## config.mk

```make
export PLATFORM = sky130hd
export DESIGN_NAME = vtd_top
export DESIGN_NICKNAME = d
export VERILOG_FILES = /design/src/logic/vtd_pkg.sv /design/src/logic/vtd_sync.sv /design/src/logic/vtd_top.sv
export SDC_FILE = /design/constraint.sdc
export NUM_CORES = 1
export LEC_CHECK = 0
export BUFFER_PORTS_ARGS = -buffer_cell sky130_fd_sc_hd__clkbuf_2
export CAP_MARGIN = 5
export CORE_MARGIN = 3
export CORE_UTILIZATION = 35
export CTS_BUF_LIST = sky130_fd_sc_hd__clkbuf_8
export DETAILED_ROUTE_END_ITERATION = 8
export PLACE_DENSITY_LB_ADDON = 0.08
export SYNTH_ARGS = -nofsm -noshare
export SYNTH_HDL_FRONTEND = slang
export SYNTH_SLANG_ARGS = --single-unit
```

## constraint.sdc

```tcl
create_clock -name ref_clk -period 2.3 [get_ports ref_clk]
set_input_delay 0.46 -clock ref_clk [delete_from_list [all_inputs] [get_ports ref_clk]]
set_output_delay 0.46 -clock ref_clk [all_outputs]
set_load 0.01 [all_outputs]
```

## src/logic/vtd_pkg.sv

```systemverilog
// How it works
// RULE1 - Detector runs and makes events only while the power enable bit is one.
// RULE2 - With stop-in-idle set, detection halts while the device is idle.
// RULE3 - Direction one: event at or above trip; zero: at or below.
// RULE4 - Interrupt flag sets when voltage passes trip point in chosen direction.
// RULE5 - Enabled set flag drives the interrupt request output.
// RULE6 - Status bit shows one when the band-gap voltage is stable.
// RULE7 - Reference-stable bit shows reference state; no flag while it is zero.
// RULE8 - Software keeps the interrupt disabled until reference-stable reads one.
// RULE9 - Limit code all ones selects the external analog input pin.
// RULE10 - Codes 1110 down to 0000 select internal trip points 1 to 15.
// RULE11 - Unimplemented control bits read zero and ignore writes.
// RULE12 - Comparator is synchronised; flag sets once per qualifying crossing.
`default_nettype none
package vtd_pkg;

    // Bus geometry
    localparam int ADDR_W = 8;
    localparam int DATA_W = 32;

    // Register byte offsets
    localparam logic [ADDR_W-1:0] OFS_CONTROL = 8'h00;
    localparam logic [ADDR_W-1:0] OFS_STATUS  = 8'h04;
    localparam logic [ADDR_W-1:0] OFS_CLEAR   = 8'h08;
    localparam logic [ADDR_W-1:0] OFS_ENABLE  = 8'h0C;

    // Control register field positions
    localparam int BIT_POWER_EN   = 15;
    localparam int BIT_STOP_IDLE  = 13;
    localparam int BIT_DIRECTION  = 7;
    localparam int BIT_BANDGAP_OK = 6;
    localparam int BIT_REF_OK     = 5;
    localparam int LIMIT_MSB      = 3;
    localparam int LIMIT_LSB      = 0;

    // Writable control bits: 15, 13, 7, 3..0
    localparam logic [15:0] CONTROL_WMASK = 16'hA08F;
    localparam logic [15:0] CONTROL_RESET = 16'h0000;

    // Event status layout
    localparam int EVT_TRIP      = 0;
    localparam int EVT_W         = 1;
    localparam logic [EVT_W-1:0] EVT_RESET = 1'h0;

    // Limit code that routes the external input
    localparam logic [3:0] LIMIT_EXTERNAL = 4'hF;

    // Synchroniser depth
    localparam int SYNC_STAGES = 2;

    // AXI responses
    localparam logic [1:0] RESP_OKAY   = 2'h0;
    localparam logic [1:0] RESP_SLVERR = 2'h2;

    typedef struct packed {
        logic       power_en;
        logic       stop_idle;
        logic       direction;
        logic [3:0] limit;
    } vtd_ctrl_t;

    localparam vtd_ctrl_t CTRL_RESET = '{1'b0, 1'b0, 1'b0, 4'h0};

    // Comparator side inputs, grouped after synchronisation
    typedef struct packed {
        logic above;
        logic bandgap_ok;
        logic ref_ok;
    } vtd_analog_t;

    typedef enum logic [1:0] {
        RD_IDLE = 2'b00,
        RD_RESP = 2'b01
    } vtd_rd_state_t;

endpackage
`default_nettype wire

```

## src/logic/vtd_sync.sv

```systemverilog
`timescale 1ns/1ns
`default_nettype none
module vtd_sync
    import vtd_pkg::*;
#(
    parameter int WIDTH = 3
) (
    // Clock and reset
    input  wire logic             ref_clk,
    input  wire logic             nrst,
    // Asynchronous in, synchronous out
    input  wire logic [WIDTH-1:0] async_in,
    output logic      [WIDTH-1:0] sync_out
);

    logic [WIDTH-1:0] stage_reg [SYNC_STAGES];

    // First stage feeds only the second
    always_ff @(posedge ref_clk or negedge nrst) begin
        if (!nrst) begin
            for (int i = 0; i < SYNC_STAGES; i++) begin
                stage_reg[i] <= '0;
            end
        end else begin
            stage_reg[0] <= async_in;
            for (int i = 1; i < SYNC_STAGES; i++) begin
                stage_reg[i] <= stage_reg[i-1];
            end
        end
    end

    assign sync_out = stage_reg[SYNC_STAGES-1];

endmodule
`default_nettype wire

```

## src/logic/vtd_top.sv

```systemverilog
`timescale 1ns/1ns
`default_nettype none
module vtd_top
    import vtd_pkg::*;
(
    // Clock and reset
    input  wire logic              ref_clk,
    input  wire logic              nrst,
    // AXI4-Lite write address
    input  wire logic [ADDR_W-1:0] s_axi_awaddr,
    input  wire logic [2:0]        s_axi_awprot,
    input  wire logic              s_axi_awvalid,
    output logic                   s_axi_awready,
    // AXI4-Lite write data
    input  wire logic [DATA_W-1:0] s_axi_wdata,
    input  wire logic [3:0]        s_axi_wstrb,
    input  wire logic              s_axi_wvalid,
    output logic                   s_axi_wready,
    // AXI4-Lite write response
    output logic [1:0]             s_axi_bresp,
    output logic                   s_axi_bvalid,
    input  wire logic              s_axi_bready,
    // AXI4-Lite read address
    input  wire logic [ADDR_W-1:0] s_axi_araddr,
    input  wire logic [2:0]        s_axi_arprot,
    input  wire logic              s_axi_arvalid,
    output logic                   s_axi_arready,
    // AXI4-Lite read data
    output logic [DATA_W-1:0]      s_axi_rdata,
    output logic [1:0]             s_axi_rresp,
    output logic                   s_axi_rvalid,
    input  wire logic              s_axi_rready,
    // Analog front end, asynchronous
    input  wire logic              cmp_above,
    input  wire logic              bandgap_stable,
    input  wire logic              reference_stable,
    // Core power state, same clock
    input  wire logic              idle_mode,
    // Analog control
    output logic                   analog_power_on,
    output logic                   external_trip_input_sel,
    output logic [3:0]             trip_point_num,
    // Interrupt
    output logic                   irq
);

    // Register index decode
    function automatic logic [1:0] reg_sel(input logic [ADDR_W-1:0] a);
        case (a)
            OFS_CONTROL: reg_sel = 2'h0;
            OFS_STATUS:  reg_sel = 2'h1;
            OFS_CLEAR:   reg_sel = 2'h2;
            default:     reg_sel = 2'h3;
        endcase
    endfunction

    function automatic logic reg_hit(input logic [ADDR_W-1:0] a);
        reg_hit = (a == OFS_CONTROL) || (a == OFS_STATUS) ||
                  (a == OFS_CLEAR) || (a == OFS_ENABLE);
    endfunction

    // Limit code to internal trip point number, 0 when external
    function automatic logic [3:0] trip_num(input logic [3:0] code);
        if (code == LIMIT_EXTERNAL) begin // RULE9
            trip_num = 4'h0;
        end else begin
            trip_num = 4'hF - code; // RULE10
        end
    endfunction

    // Synchronised analog inputs
    vtd_analog_t ana;
    logic [2:0]  ana_vec;

    vtd_sync #(
        .WIDTH (3)
    ) u_sync (
        .ref_clk  (ref_clk),
        .nrst     (nrst),
        .async_in ({cmp_above, bandgap_stable, reference_stable}),
        .sync_out (ana_vec)
    ); // RULE12

    assign ana = vtd_analog_t'(ana_vec);

    // Register state
    vtd_ctrl_t         ctrl_reg,    ctrl_next;
    logic [EVT_W-1:0]  status_reg,  status_next;
    logic [EVT_W-1:0]  enable_reg,  enable_next;
    logic              prev_reg,    prev_next;
    logic              irq_reg,     irq_next;
    logic              pwr_reg,     pwr_next;
    logic              ext_reg,     ext_next;
    logic [3:0]        tnum_reg,    tnum_next;

    // Write channel state
    logic              aw_have_reg, aw_have_next;
    logic [ADDR_W-1:0] aw_addr_reg, aw_addr_next;
    logic              w_have_reg,  w_have_next;
    logic [DATA_W-1:0] w_data_reg,  w_data_next;
    logic [3:0]        w_strb_reg,  w_strb_next;
    logic              bvalid_reg,  bvalid_next;
    logic [1:0]        bresp_reg,   bresp_next;

    // Read channel state
    vtd_rd_state_t     rd_reg,      rd_next;
    logic [DATA_W-1:0] rdata_reg,   rdata_next;
    logic [1:0]        rresp_reg,   rresp_next;

    logic              do_write;
    logic [15:0]       control_view;
    logic              active;
    logic              condition;
    logic [15:0]       wr_word;

    // Control register as software sees it
    always_comb begin
        control_view                 = 16'h0000; // RULE11
        control_view[BIT_POWER_EN]   = ctrl_reg.power_en;
        control_view[BIT_STOP_IDLE]  = ctrl_reg.stop_idle;
        control_view[BIT_DIRECTION]  = ctrl_reg.direction;
        control_view[BIT_BANDGAP_OK] = ana.bandgap_ok; // RULE6
        control_view[BIT_REF_OK]     = ana.ref_ok; // RULE7
        control_view[LIMIT_MSB:LIMIT_LSB] = ctrl_reg.limit;
    end

    // Detector running, stopped by power, idle with stop-in-idle set, or unstable reference
    assign active = ctrl_reg.power_en // RULE1
                  && !(ctrl_reg.stop_idle && idle_mode) // RULE2
                  && ana.ref_ok; // RULE7
    assign condition = ctrl_reg.direction ? ana.above : !ana.above; // RULE3

    // Write channel
    always_comb begin
        aw_have_next = aw_have_reg;
        aw_addr_next = aw_addr_reg;
        w_have_next  = w_have_reg;
        w_data_next  = w_data_reg;
        w_strb_next  = w_strb_reg;
        bvalid_next  = bvalid_reg;
        bresp_next   = bresp_reg;
        if (s_axi_awvalid && s_axi_awready) begin
            aw_have_next = 1'b1;
            aw_addr_next = s_axi_awaddr;
        end
        if (s_axi_wvalid && s_axi_wready) begin
            w_have_next = 1'b1;
            w_data_next = s_axi_wdata;
            w_strb_next = s_axi_wstrb;
        end
        if (do_write) begin
            aw_have_next = 1'b0;
            w_have_next  = 1'b0;
            bvalid_next  = 1'b1;
            bresp_next   = reg_hit(aw_addr_reg) ? RESP_OKAY : RESP_SLVERR;
        end else if (bvalid_reg && s_axi_bready) begin
            bvalid_next = 1'b0;
        end
    end

    assign do_write = aw_have_reg && w_have_reg && !bvalid_reg;
    assign wr_word  = {w_strb_reg[1] ? w_data_reg[15:8] : control_view[15:8],
                       w_strb_reg[0] ? w_data_reg[7:0] : control_view[7:0]};

    // Control, event and interrupt state
    always_comb begin
        ctrl_next   = ctrl_reg;
        enable_next = enable_reg;
        status_next = status_reg;
        prev_next   = active && condition;
        if (do_write && reg_sel(aw_addr_reg) == 2'h0) begin
            ctrl_next.power_en  = wr_word[BIT_POWER_EN];
            ctrl_next.stop_idle = wr_word[BIT_STOP_IDLE];
            ctrl_next.direction = wr_word[BIT_DIRECTION];
            ctrl_next.limit     = wr_word[LIMIT_MSB:LIMIT_LSB];
        end
        if (do_write && aw_addr_reg == OFS_ENABLE && w_strb_reg[0]) begin
            enable_next = w_data_reg[EVT_W-1:0];
        end
        if (do_write && reg_sel(aw_addr_reg) == 2'h2 && w_strb_reg[0]) begin
            status_next = status_reg & ~w_data_reg[EVT_W-1:0];
        end
        // Set after clear: a crossing in the clearing cycle is kept
        if (active && condition && !prev_reg) begin // RULE12
            status_next[EVT_TRIP] = 1'b1; // RULE4
        end
        irq_next  = |(status_next & enable_next); // RULE5
        pwr_next  = ctrl_next.power_en; // RULE1
        ext_next  = (ctrl_next.limit == LIMIT_EXTERNAL); // RULE9
        tnum_next = trip_num(ctrl_next.limit); // RULE10
    end

    // Read channel
    always_comb begin
        rd_next    = rd_reg;
        rdata_next = rdata_reg;
        rresp_next = rresp_reg;
        case (rd_reg)
            RD_IDLE: begin
                if (s_axi_arvalid && s_axi_arready) begin
                    rd_next    = RD_RESP;
                    rdata_next = '0;
                    rresp_next = RESP_OKAY;
                    case (reg_sel(s_axi_araddr))
                        2'h0: rdata_next[15:0] = control_view;
                        2'h1: rdata_next[EVT_W-1:0] = status_reg;
                        2'h2: rdata_next = '0;
                        default: begin
                            if (s_axi_araddr == OFS_ENABLE) begin
                                rdata_next[EVT_W-1:0] = enable_reg;
                            end else begin
                                rresp_next = RESP_SLVERR;
                            end
                        end
                    endcase
                end
            end
            RD_RESP: begin
                if (s_axi_rready) begin
                    rd_next = RD_IDLE;
                end
            end
            default: rd_next = RD_IDLE;
        endcase
    end

    always_ff @(posedge ref_clk or negedge nrst) begin
        if (!nrst) begin
            ctrl_reg    <= CTRL_RESET;
            status_reg  <= EVT_RESET;
            enable_reg  <= EVT_RESET;
            prev_reg    <= 1'b0;
            irq_reg     <= 1'b0;
            pwr_reg     <= 1'b0;
            ext_reg     <= 1'b0;
            tnum_reg    <= 4'hF;
            aw_have_reg <= 1'b0;
            aw_addr_reg <= '0;
            w_have_reg  <= 1'b0;
            w_data_reg  <= '0;
            w_strb_reg  <= 4'h0;
            bvalid_reg  <= 1'b0;
            bresp_reg   <= RESP_OKAY;
            rd_reg      <= RD_IDLE;
            rdata_reg   <= '0;
            rresp_reg   <= RESP_OKAY;
        end else begin
            ctrl_reg    <= ctrl_next;
            status_reg  <= status_next;
            enable_reg  <= enable_next;
            prev_reg    <= prev_next;
            irq_reg     <= irq_next;
            pwr_reg     <= pwr_next;
            ext_reg     <= ext_next;
            tnum_reg    <= tnum_next;
            aw_have_reg <= aw_have_next;
            aw_addr_reg <= aw_addr_next;
            w_have_reg  <= w_have_next;
            w_data_reg  <= w_data_next;
            w_strb_reg  <= w_strb_next;
            bvalid_reg  <= bvalid_next;
            bresp_reg   <= bresp_next;
            rd_reg      <= rd_next;
            rdata_reg   <= rdata_next;
            rresp_reg   <= rresp_next;
        end
    end

    // Ready signals are registered state inverted
    logic awready_reg;
    logic wready_reg;
    logic arready_reg;
    logic rvalid_reg;

    always_ff @(posedge ref_clk or negedge nrst) begin
        if (!nrst) begin
            awready_reg <= 1'b0;
            wready_reg  <= 1'b0;
            arready_reg <= 1'b0;
            rvalid_reg  <= 1'b0;
        end else begin
            awready_reg <= !aw_have_next && !bvalid_next;
            wready_reg  <= !w_have_next && !bvalid_next;
            arready_reg <= (rd_next == RD_IDLE);
            rvalid_reg  <= (rd_next == RD_RESP);
        end
    end

    assign s_axi_awready           = awready_reg;
    assign s_axi_wready            = wready_reg;
    assign s_axi_bvalid            = bvalid_reg;
    assign s_axi_bresp             = bresp_reg;
    assign s_axi_arready           = arready_reg;
    assign s_axi_rvalid            = rvalid_reg;
    assign s_axi_rdata             = rdata_reg;
    assign s_axi_rresp             = rresp_reg;
    assign analog_power_on         = pwr_reg;
    assign external_trip_input_sel = ext_reg;
    assign trip_point_num          = tnum_reg;
    assign irq                     = irq_reg;

endmodule
`default_nettype wire

```

After elaboration in Yosys (flattened, before gate mapping)
Index checks and enable logic that the tools add are counted.

Bits in registers: 77. Output and inout bits: 48. Word-level logic and storage cells: 106.

Add/sub/neg operators: 1. Equality and inequality tests: 12. Muxes and demuxes: 26. Bitwise logic cells: 3. Reductions and logical operators: 38.

Operators with widths (count): $eq A8 B4 Y1 const B (4); $logic_and A1 B1 Y1 (18); $eq A8 B3 Y1 const B (2); $logic_not A8 Y1 (2); $mux W15 (1); $mux W2 (7); $mux W4 (3); $pmux W2 S3 (2); $mux W1 (11); $logic_not A2 Y1 (4); $logic_not A1 Y1 (7); $eq A2 B1 Y1 const B (3); $reduce_and A2 Y1 (3); $eq A2 B2 Y1 const B (2); $eq A4 B4 Y1 const B (1); $pmux W2 S2 (1); $sub A4 B4 Y4 const A (1); $logic_or A1 B1 Y1 (3); $pmux W1 S3 (1); $reduce_or A3 Y1 (1); $and A1 B1 Y1 (2); $not A1 Y1 (1).

Longest topological paths before layout
Depth after elaboration: 8. Gate-level depth with buffers: 5. Gate-level depth less buffers: 4.

Modules after synthesis
From an unflattened synthesis, not the netlist that was laid out.

Cells, all modules: 185. Area total of the unflattened synthesis: 2473.6 sq um.

Modules (own cells, without submodules): vtd_top (times used 1, cells an instance 176, area each 2301.0 sq um); vtd_sync (times used 1, cells an instance 9, area each 172.7 sq um).

Least setup slack after synthesis
Ideal clock, no wire load.

Kind: register to register. Start point: register aw_addr_reg[1]. End point: register ctrl_reg, in the netlist control_view[0]. Library setup time: 0.125 ns. Arrival: 1.656 ns. Required time: 2.175 ns. Slack: 0.519 ns. Cell stages (with the launch flop): 6. Cell sequence: dfrtp_1 > or4_4 > nor3_4 > nand3_2 > buf_6 > mux2_4.

RTL lines: from (decl) (RTL line vtd_top.sv:98) `logic [ADDR_W-1:0] aw_addr_reg, aw_addr_next;`; from (signal assigned) (RTL line vtd_top.sv:257) `aw_addr_reg <= aw_addr_next;`; to (signal assigned) (RTL line vtd_top.sv:248) `ctrl_reg <= ctrl_next;`; to (decl) (RTL line vtd_top.sv:87) `vtd_ctrl_t ctrl_reg, ctrl_next;`.

==> summary by stage <==
Cells and area
The net count reported at finish is 321. The register with the most flip-flops in the layout has 9 of them. The share of layout cells above drive strength 1 is 44.0%.

The number of antenna diodes in the final layout is 0. The count of non-filler cells in the finished layout is 334. The number of fill cells in the layout is 606. Across the whole layout, storage elements account for 1480 um2. The area of combinational cells with multiple inputs is 835 um2. The signed area change from the synthesized netlist to the final layout is 21.9%.

Worst setup path
The worst setup path startpoint is aw_addr_reg[1]. The startpoint of the most critical register-to-register path is aw_addr_reg[1]. The required time of the worst setup path is 2.52 ns. Data on the critical path arrives at its endpoint at 2.25 ns.

The setup path with the least slack is of type reg -> reg. The cell with the largest stage delay on the worst path is sky130_fd_sc_hd__or4_4. Along the worst path, the maximum fanout reaches 10. The type of destination of the critical path is a flip-flop. In this design, the stage delay of the slowest critical-path cell is 0.56 ns. STA classifies the critical path startpoint as a flip-flop. The critical path goes through or4_4 > nor3_4 > nand3_2 > mux2_4.

Synth
The Yosys step of the flow raised 0 warnings. The post-synthesis register bit count is 59. The synthesized area is 2440 um2. After synthesis, flip-flops and latches occupy 60.8% of the total area. The cell count after synthesis is 181.

After synthesis, the share of flip-flops with an asynchronous set or reset is 100%. The distinct cell type count after synthesis is 34. The dominant synthesized flop cell is sky130_fd_sc_hd__dfrtp_1.

The biggest area consumer among synthesized cells is sky130_fd_sc_hd__dfrtp_1. In this run, synthesis inferred 0 flip-flops with an integrated enable. Summed over its instances, the top area cell type makes up 56.5% of the synthesized netlist area. After synthesis, the most frequently instantiated cells are 55 x sky130_fd_sc_hd__dfrtp_1, 25 x sky130_fd_sc_hd__buf_4, 21 x sky130_fd_sc_hd__mux2_2. Averaged over all synthesized cells, the footprint is 13.5 um2. Yosys instantiated no cell more often than sky130_fd_sc_hd__dfrtp_1.

In the post-synthesis netlist, the biggest area contributors are sky130_fd_sc_hd__dfrtp_1 56%, sky130_fd_sc_hd__mux2_2 9.7%, sky130_fd_sc_hd__buf_4 7.7%.

GRT
The number of global-route vias before repair is 1484. The initial antenna violation count is 0. The total routing resource utilization after global routing is 12.3%. For this run the aggregate overflow at the end of global routing stands at 0. The first global-routing pass estimated 7260 um of wire. Entering global routing, the biggest net connects 27 pins.

Routing
The first routing iteration left 37 violations. The number of antenna-violating nets in the routed design is 0. For this run, design rule violations remaining after detail routing come to 0.

The routed length on met3 is 374 um. The number of vias per cell is 4.55. After detailed routing, no signal wire sits above met4.

The total number of vias is 1520. In the final routed layout, each cell accounts on average for 13.2 um. After detailed routing, the wire length on met1 is 2060 um.

The first detailed-routing pass took 4 iterations. The length of routed met2 wiring is 1940 um. For this block, the routed nets add up to 4420 um of wire.

Floorplanning
The count of standard-cell rows is 29. The starting density of the core is 37.3%. The top-level I/O count is 117. The floorplan die area is 8000 um2. From bottom edge to top edge, the die measures 89.4 um. The horizontal die dimension is 89.4 um.

The core region is 6530 um2.

STA
The total of endpoints with negative setup slack in the final report is 0. Setup repair after global routing left no endpoint under its margin. The worst-case headroom to the max-slew limit is 65.3%.

The final setup skew is 0.00726 ns. The total negative slack is 0 ns. The final max-slew violation count came to 0. The worst path uses 88.6% of the clock period. The worst path meets setup with 0.263 ns of slack. The measured slew at the worst slew-check pin is 0.516 ns. The maximum achievable frequency is 491 MHz. The routed design could run at a clock period as short as 2.04 ns. The number of failing hold endpoints at the final stage is 0.

Clock network
Clock-pin slew was measured on the worst setup and hold paths at 0.07 ns. The H-tree generated during clock tree synthesis spans 3 levels. The tree is rooted in a sky130_fd_sc_hd__clkbuf_8. The count of instances resized after the clock tree is built is 0.

At the later pin of the worst-skew pair, clock insertion delay measures 0.33 ns. After clock tree synthesis, the setup repair step added 0 buffers. The maximum clock insertion buffer count is 2. The count of clock tree sinks is 59. The TritonCTS clock tree is built. The clock buffer count from CTS is 9.

The number of buffers inserted by hold repair at cts is 0.

Place
The cell count after placement is 318. At the end of routability-driven placement, the weighted congestion stood at 0.665. The number of port buffers is 58.

The HPWL after detailed placement is 3280 um. The worst slack at placement is 0.238 ns.

Outcome
The run finished with clean final reports.

Run
The count of maximum capacitance violations is 0.

Power and ir drop
After layout, the design draws a total of 3080 uW. VDD sags by at most 0.000489 V. Power spread over the standard cell area amounts to 1040 nW/um2. In this run the static leakage power is 0.00154 uW.

Hold path
In this run the worst hold path is classified as in -> async.
-- cell usage in the layout (no fill, tap or decap) --
cell / Yosys / final
sky130_fd_sc_hd__clkbuf_2: 0 / 58
sky130_fd_sc_hd__dfrtp_1: 55 / 55
sky130_fd_sc_hd__conb_1: 1 / 26
sky130_fd_sc_hd__mux2_2: 21 / 21
sky130_fd_sc_hd__nor2_1: 11 / 11
sky130_fd_sc_hd__nand2_1: 11 / 11
sky130_fd_sc_hd__clkbuf_8: 0 / 11
sky130_fd_sc_hd__a22o_1: 8 / 8
sky130_fd_sc_hd__mux2_4: 5 / 5
sky130_fd_sc_hd__mux2i_1: 5 / 5
sky130_fd_sc_hd__buf_4: 25 / 4
sky130_fd_sc_hd__dfstp_2: 4 / 4
sky130_fd_sc_hd__nand4_1: 3 / 3
sky130_fd_sc_hd__inv_1: 3 / 3
sky130_fd_sc_hd__nor4_1: 3 / 3
sky130_fd_sc_hd__clkinv_2: 0 / 3
sky130_fd_sc_hd__or2_2: 2 / 2
sky130_fd_sc_hd__nand3_1: 2 / 2
sky130_fd_sc_hd__o21ai_0: 2 / 2
sky130_fd_sc_hd__a21oi_1: 2 / 2
sky130_fd_sc_hd__nor2b_1: 2 / 2
sky130_fd_sc_hd__bufinv_16: 0 / 2
sky130_fd_sc_hd__or4_4: 1 / 1
sky130_fd_sc_hd__nand3b_1: 1 / 1
sky130_fd_sc_hd__nor3_4: 1 / 1
sky130_fd_sc_hd__nand3_2: 1 / 1
sky130_fd_sc_hd__xor2_1: 1 / 1
sky130_fd_sc_hd__a211oi_1: 1 / 1
sky130_fd_sc_hd__and3_1: 1 / 1
sky130_fd_sc_hd__a2111o_1: 1 / 1
sky130_fd_sc_hd__a41oi_1: 1 / 1
sky130_fd_sc_hd__o2bb2a_1: 1 / 1
sky130_fd_sc_hd__o211a_1: 1 / 1
sky130_fd_sc_hd__nor3b_1: 1 / 1
sky130_fd_sc_hd__a22oi_1: 1 / 1
sky130_fd_sc_hd__o31ai_1: 1 / 1
-- logic make-up (layout without fill, tap and decap cells) --
group / count (synthesis) / after routing / synth area share, %
other: 1 / 26 / 0.154
buffers and inverters: 30 / 81 / 8.78
AO/OA/AOI/OAI: 19 / 19 / 6.27
AND/OR/NAND/NOR: 40 / 40 / 8.78
multiplexers: 31 / 31 / 14.8
flip-flops: 59 / 59 / 60.8
XOR/XNOR: 1 / 1 / 0.360
-- layer usage --
metal  GRT usage [%]  vias to the layer above
li1                -                      725
met1            16.2                      714
met2            18.2                       75
met3            5.35                        6
met4            4.06                        0
met5               0                        -
-- report_power, final --
part | internal [uW] | switching (uW) | total [uW]
clock network | 663 | 394 | 1060
registers | 1290 | 190 | 1480
logic | 294 | 249 | 543
-- stage by stage --
step / hold slack, ns / area, um2 / utilization, %
2_1_floorplan: 0.164 / 2530 / -
3_3_place_gp: 0.333 / 2740 / 42.0
3_5_place_dp: 0.335 / 2740 / 42.0
4_1_cts: 0.0716 / 2970 / 45.5
5_1_grt: 0.0946 / 2970 / 45.5
6_report: 0.0681 / 2970 / 45.5
-- path summary, 6_finish.rpt --
check                      slack, ns  depth (start not counted)                   to
min reg2reg                     0.35                          0   u_sync.sync_out[0]
max                             0.26                          4      control_view[1]
min in group ref_clk            0.23                          1  u_sync.stage_reg[3]
min                             0.07                          1   u_sync.sync_out[1]
max reg2reg                     0.26                          4      control_view[1]
max in group asynchronous       1.51                          2       aw_addr_reg[3]
-- area by class of cell --
class                           instances  area share [%]
Inverter                                3           0.379
Tap cell                               77            3.24
Clock inverter                          5            2.53
Clock buffer                           11            5.10
Sequential cell                        59            49.9
Multi-Input combinational cell        117            28.1
Timing Repair Buffer                   62            10.8
-- worst max-delay path, delay by kind of cell, from the launching register on --
| family | cells | cell delay [ns] |
|---|---|---|
| simple gates | 3 | 1.14 |
| mux | 1 | 0.39 |
| flops | 1 | 0.38 |
Power figures use the tool's default switching activity.
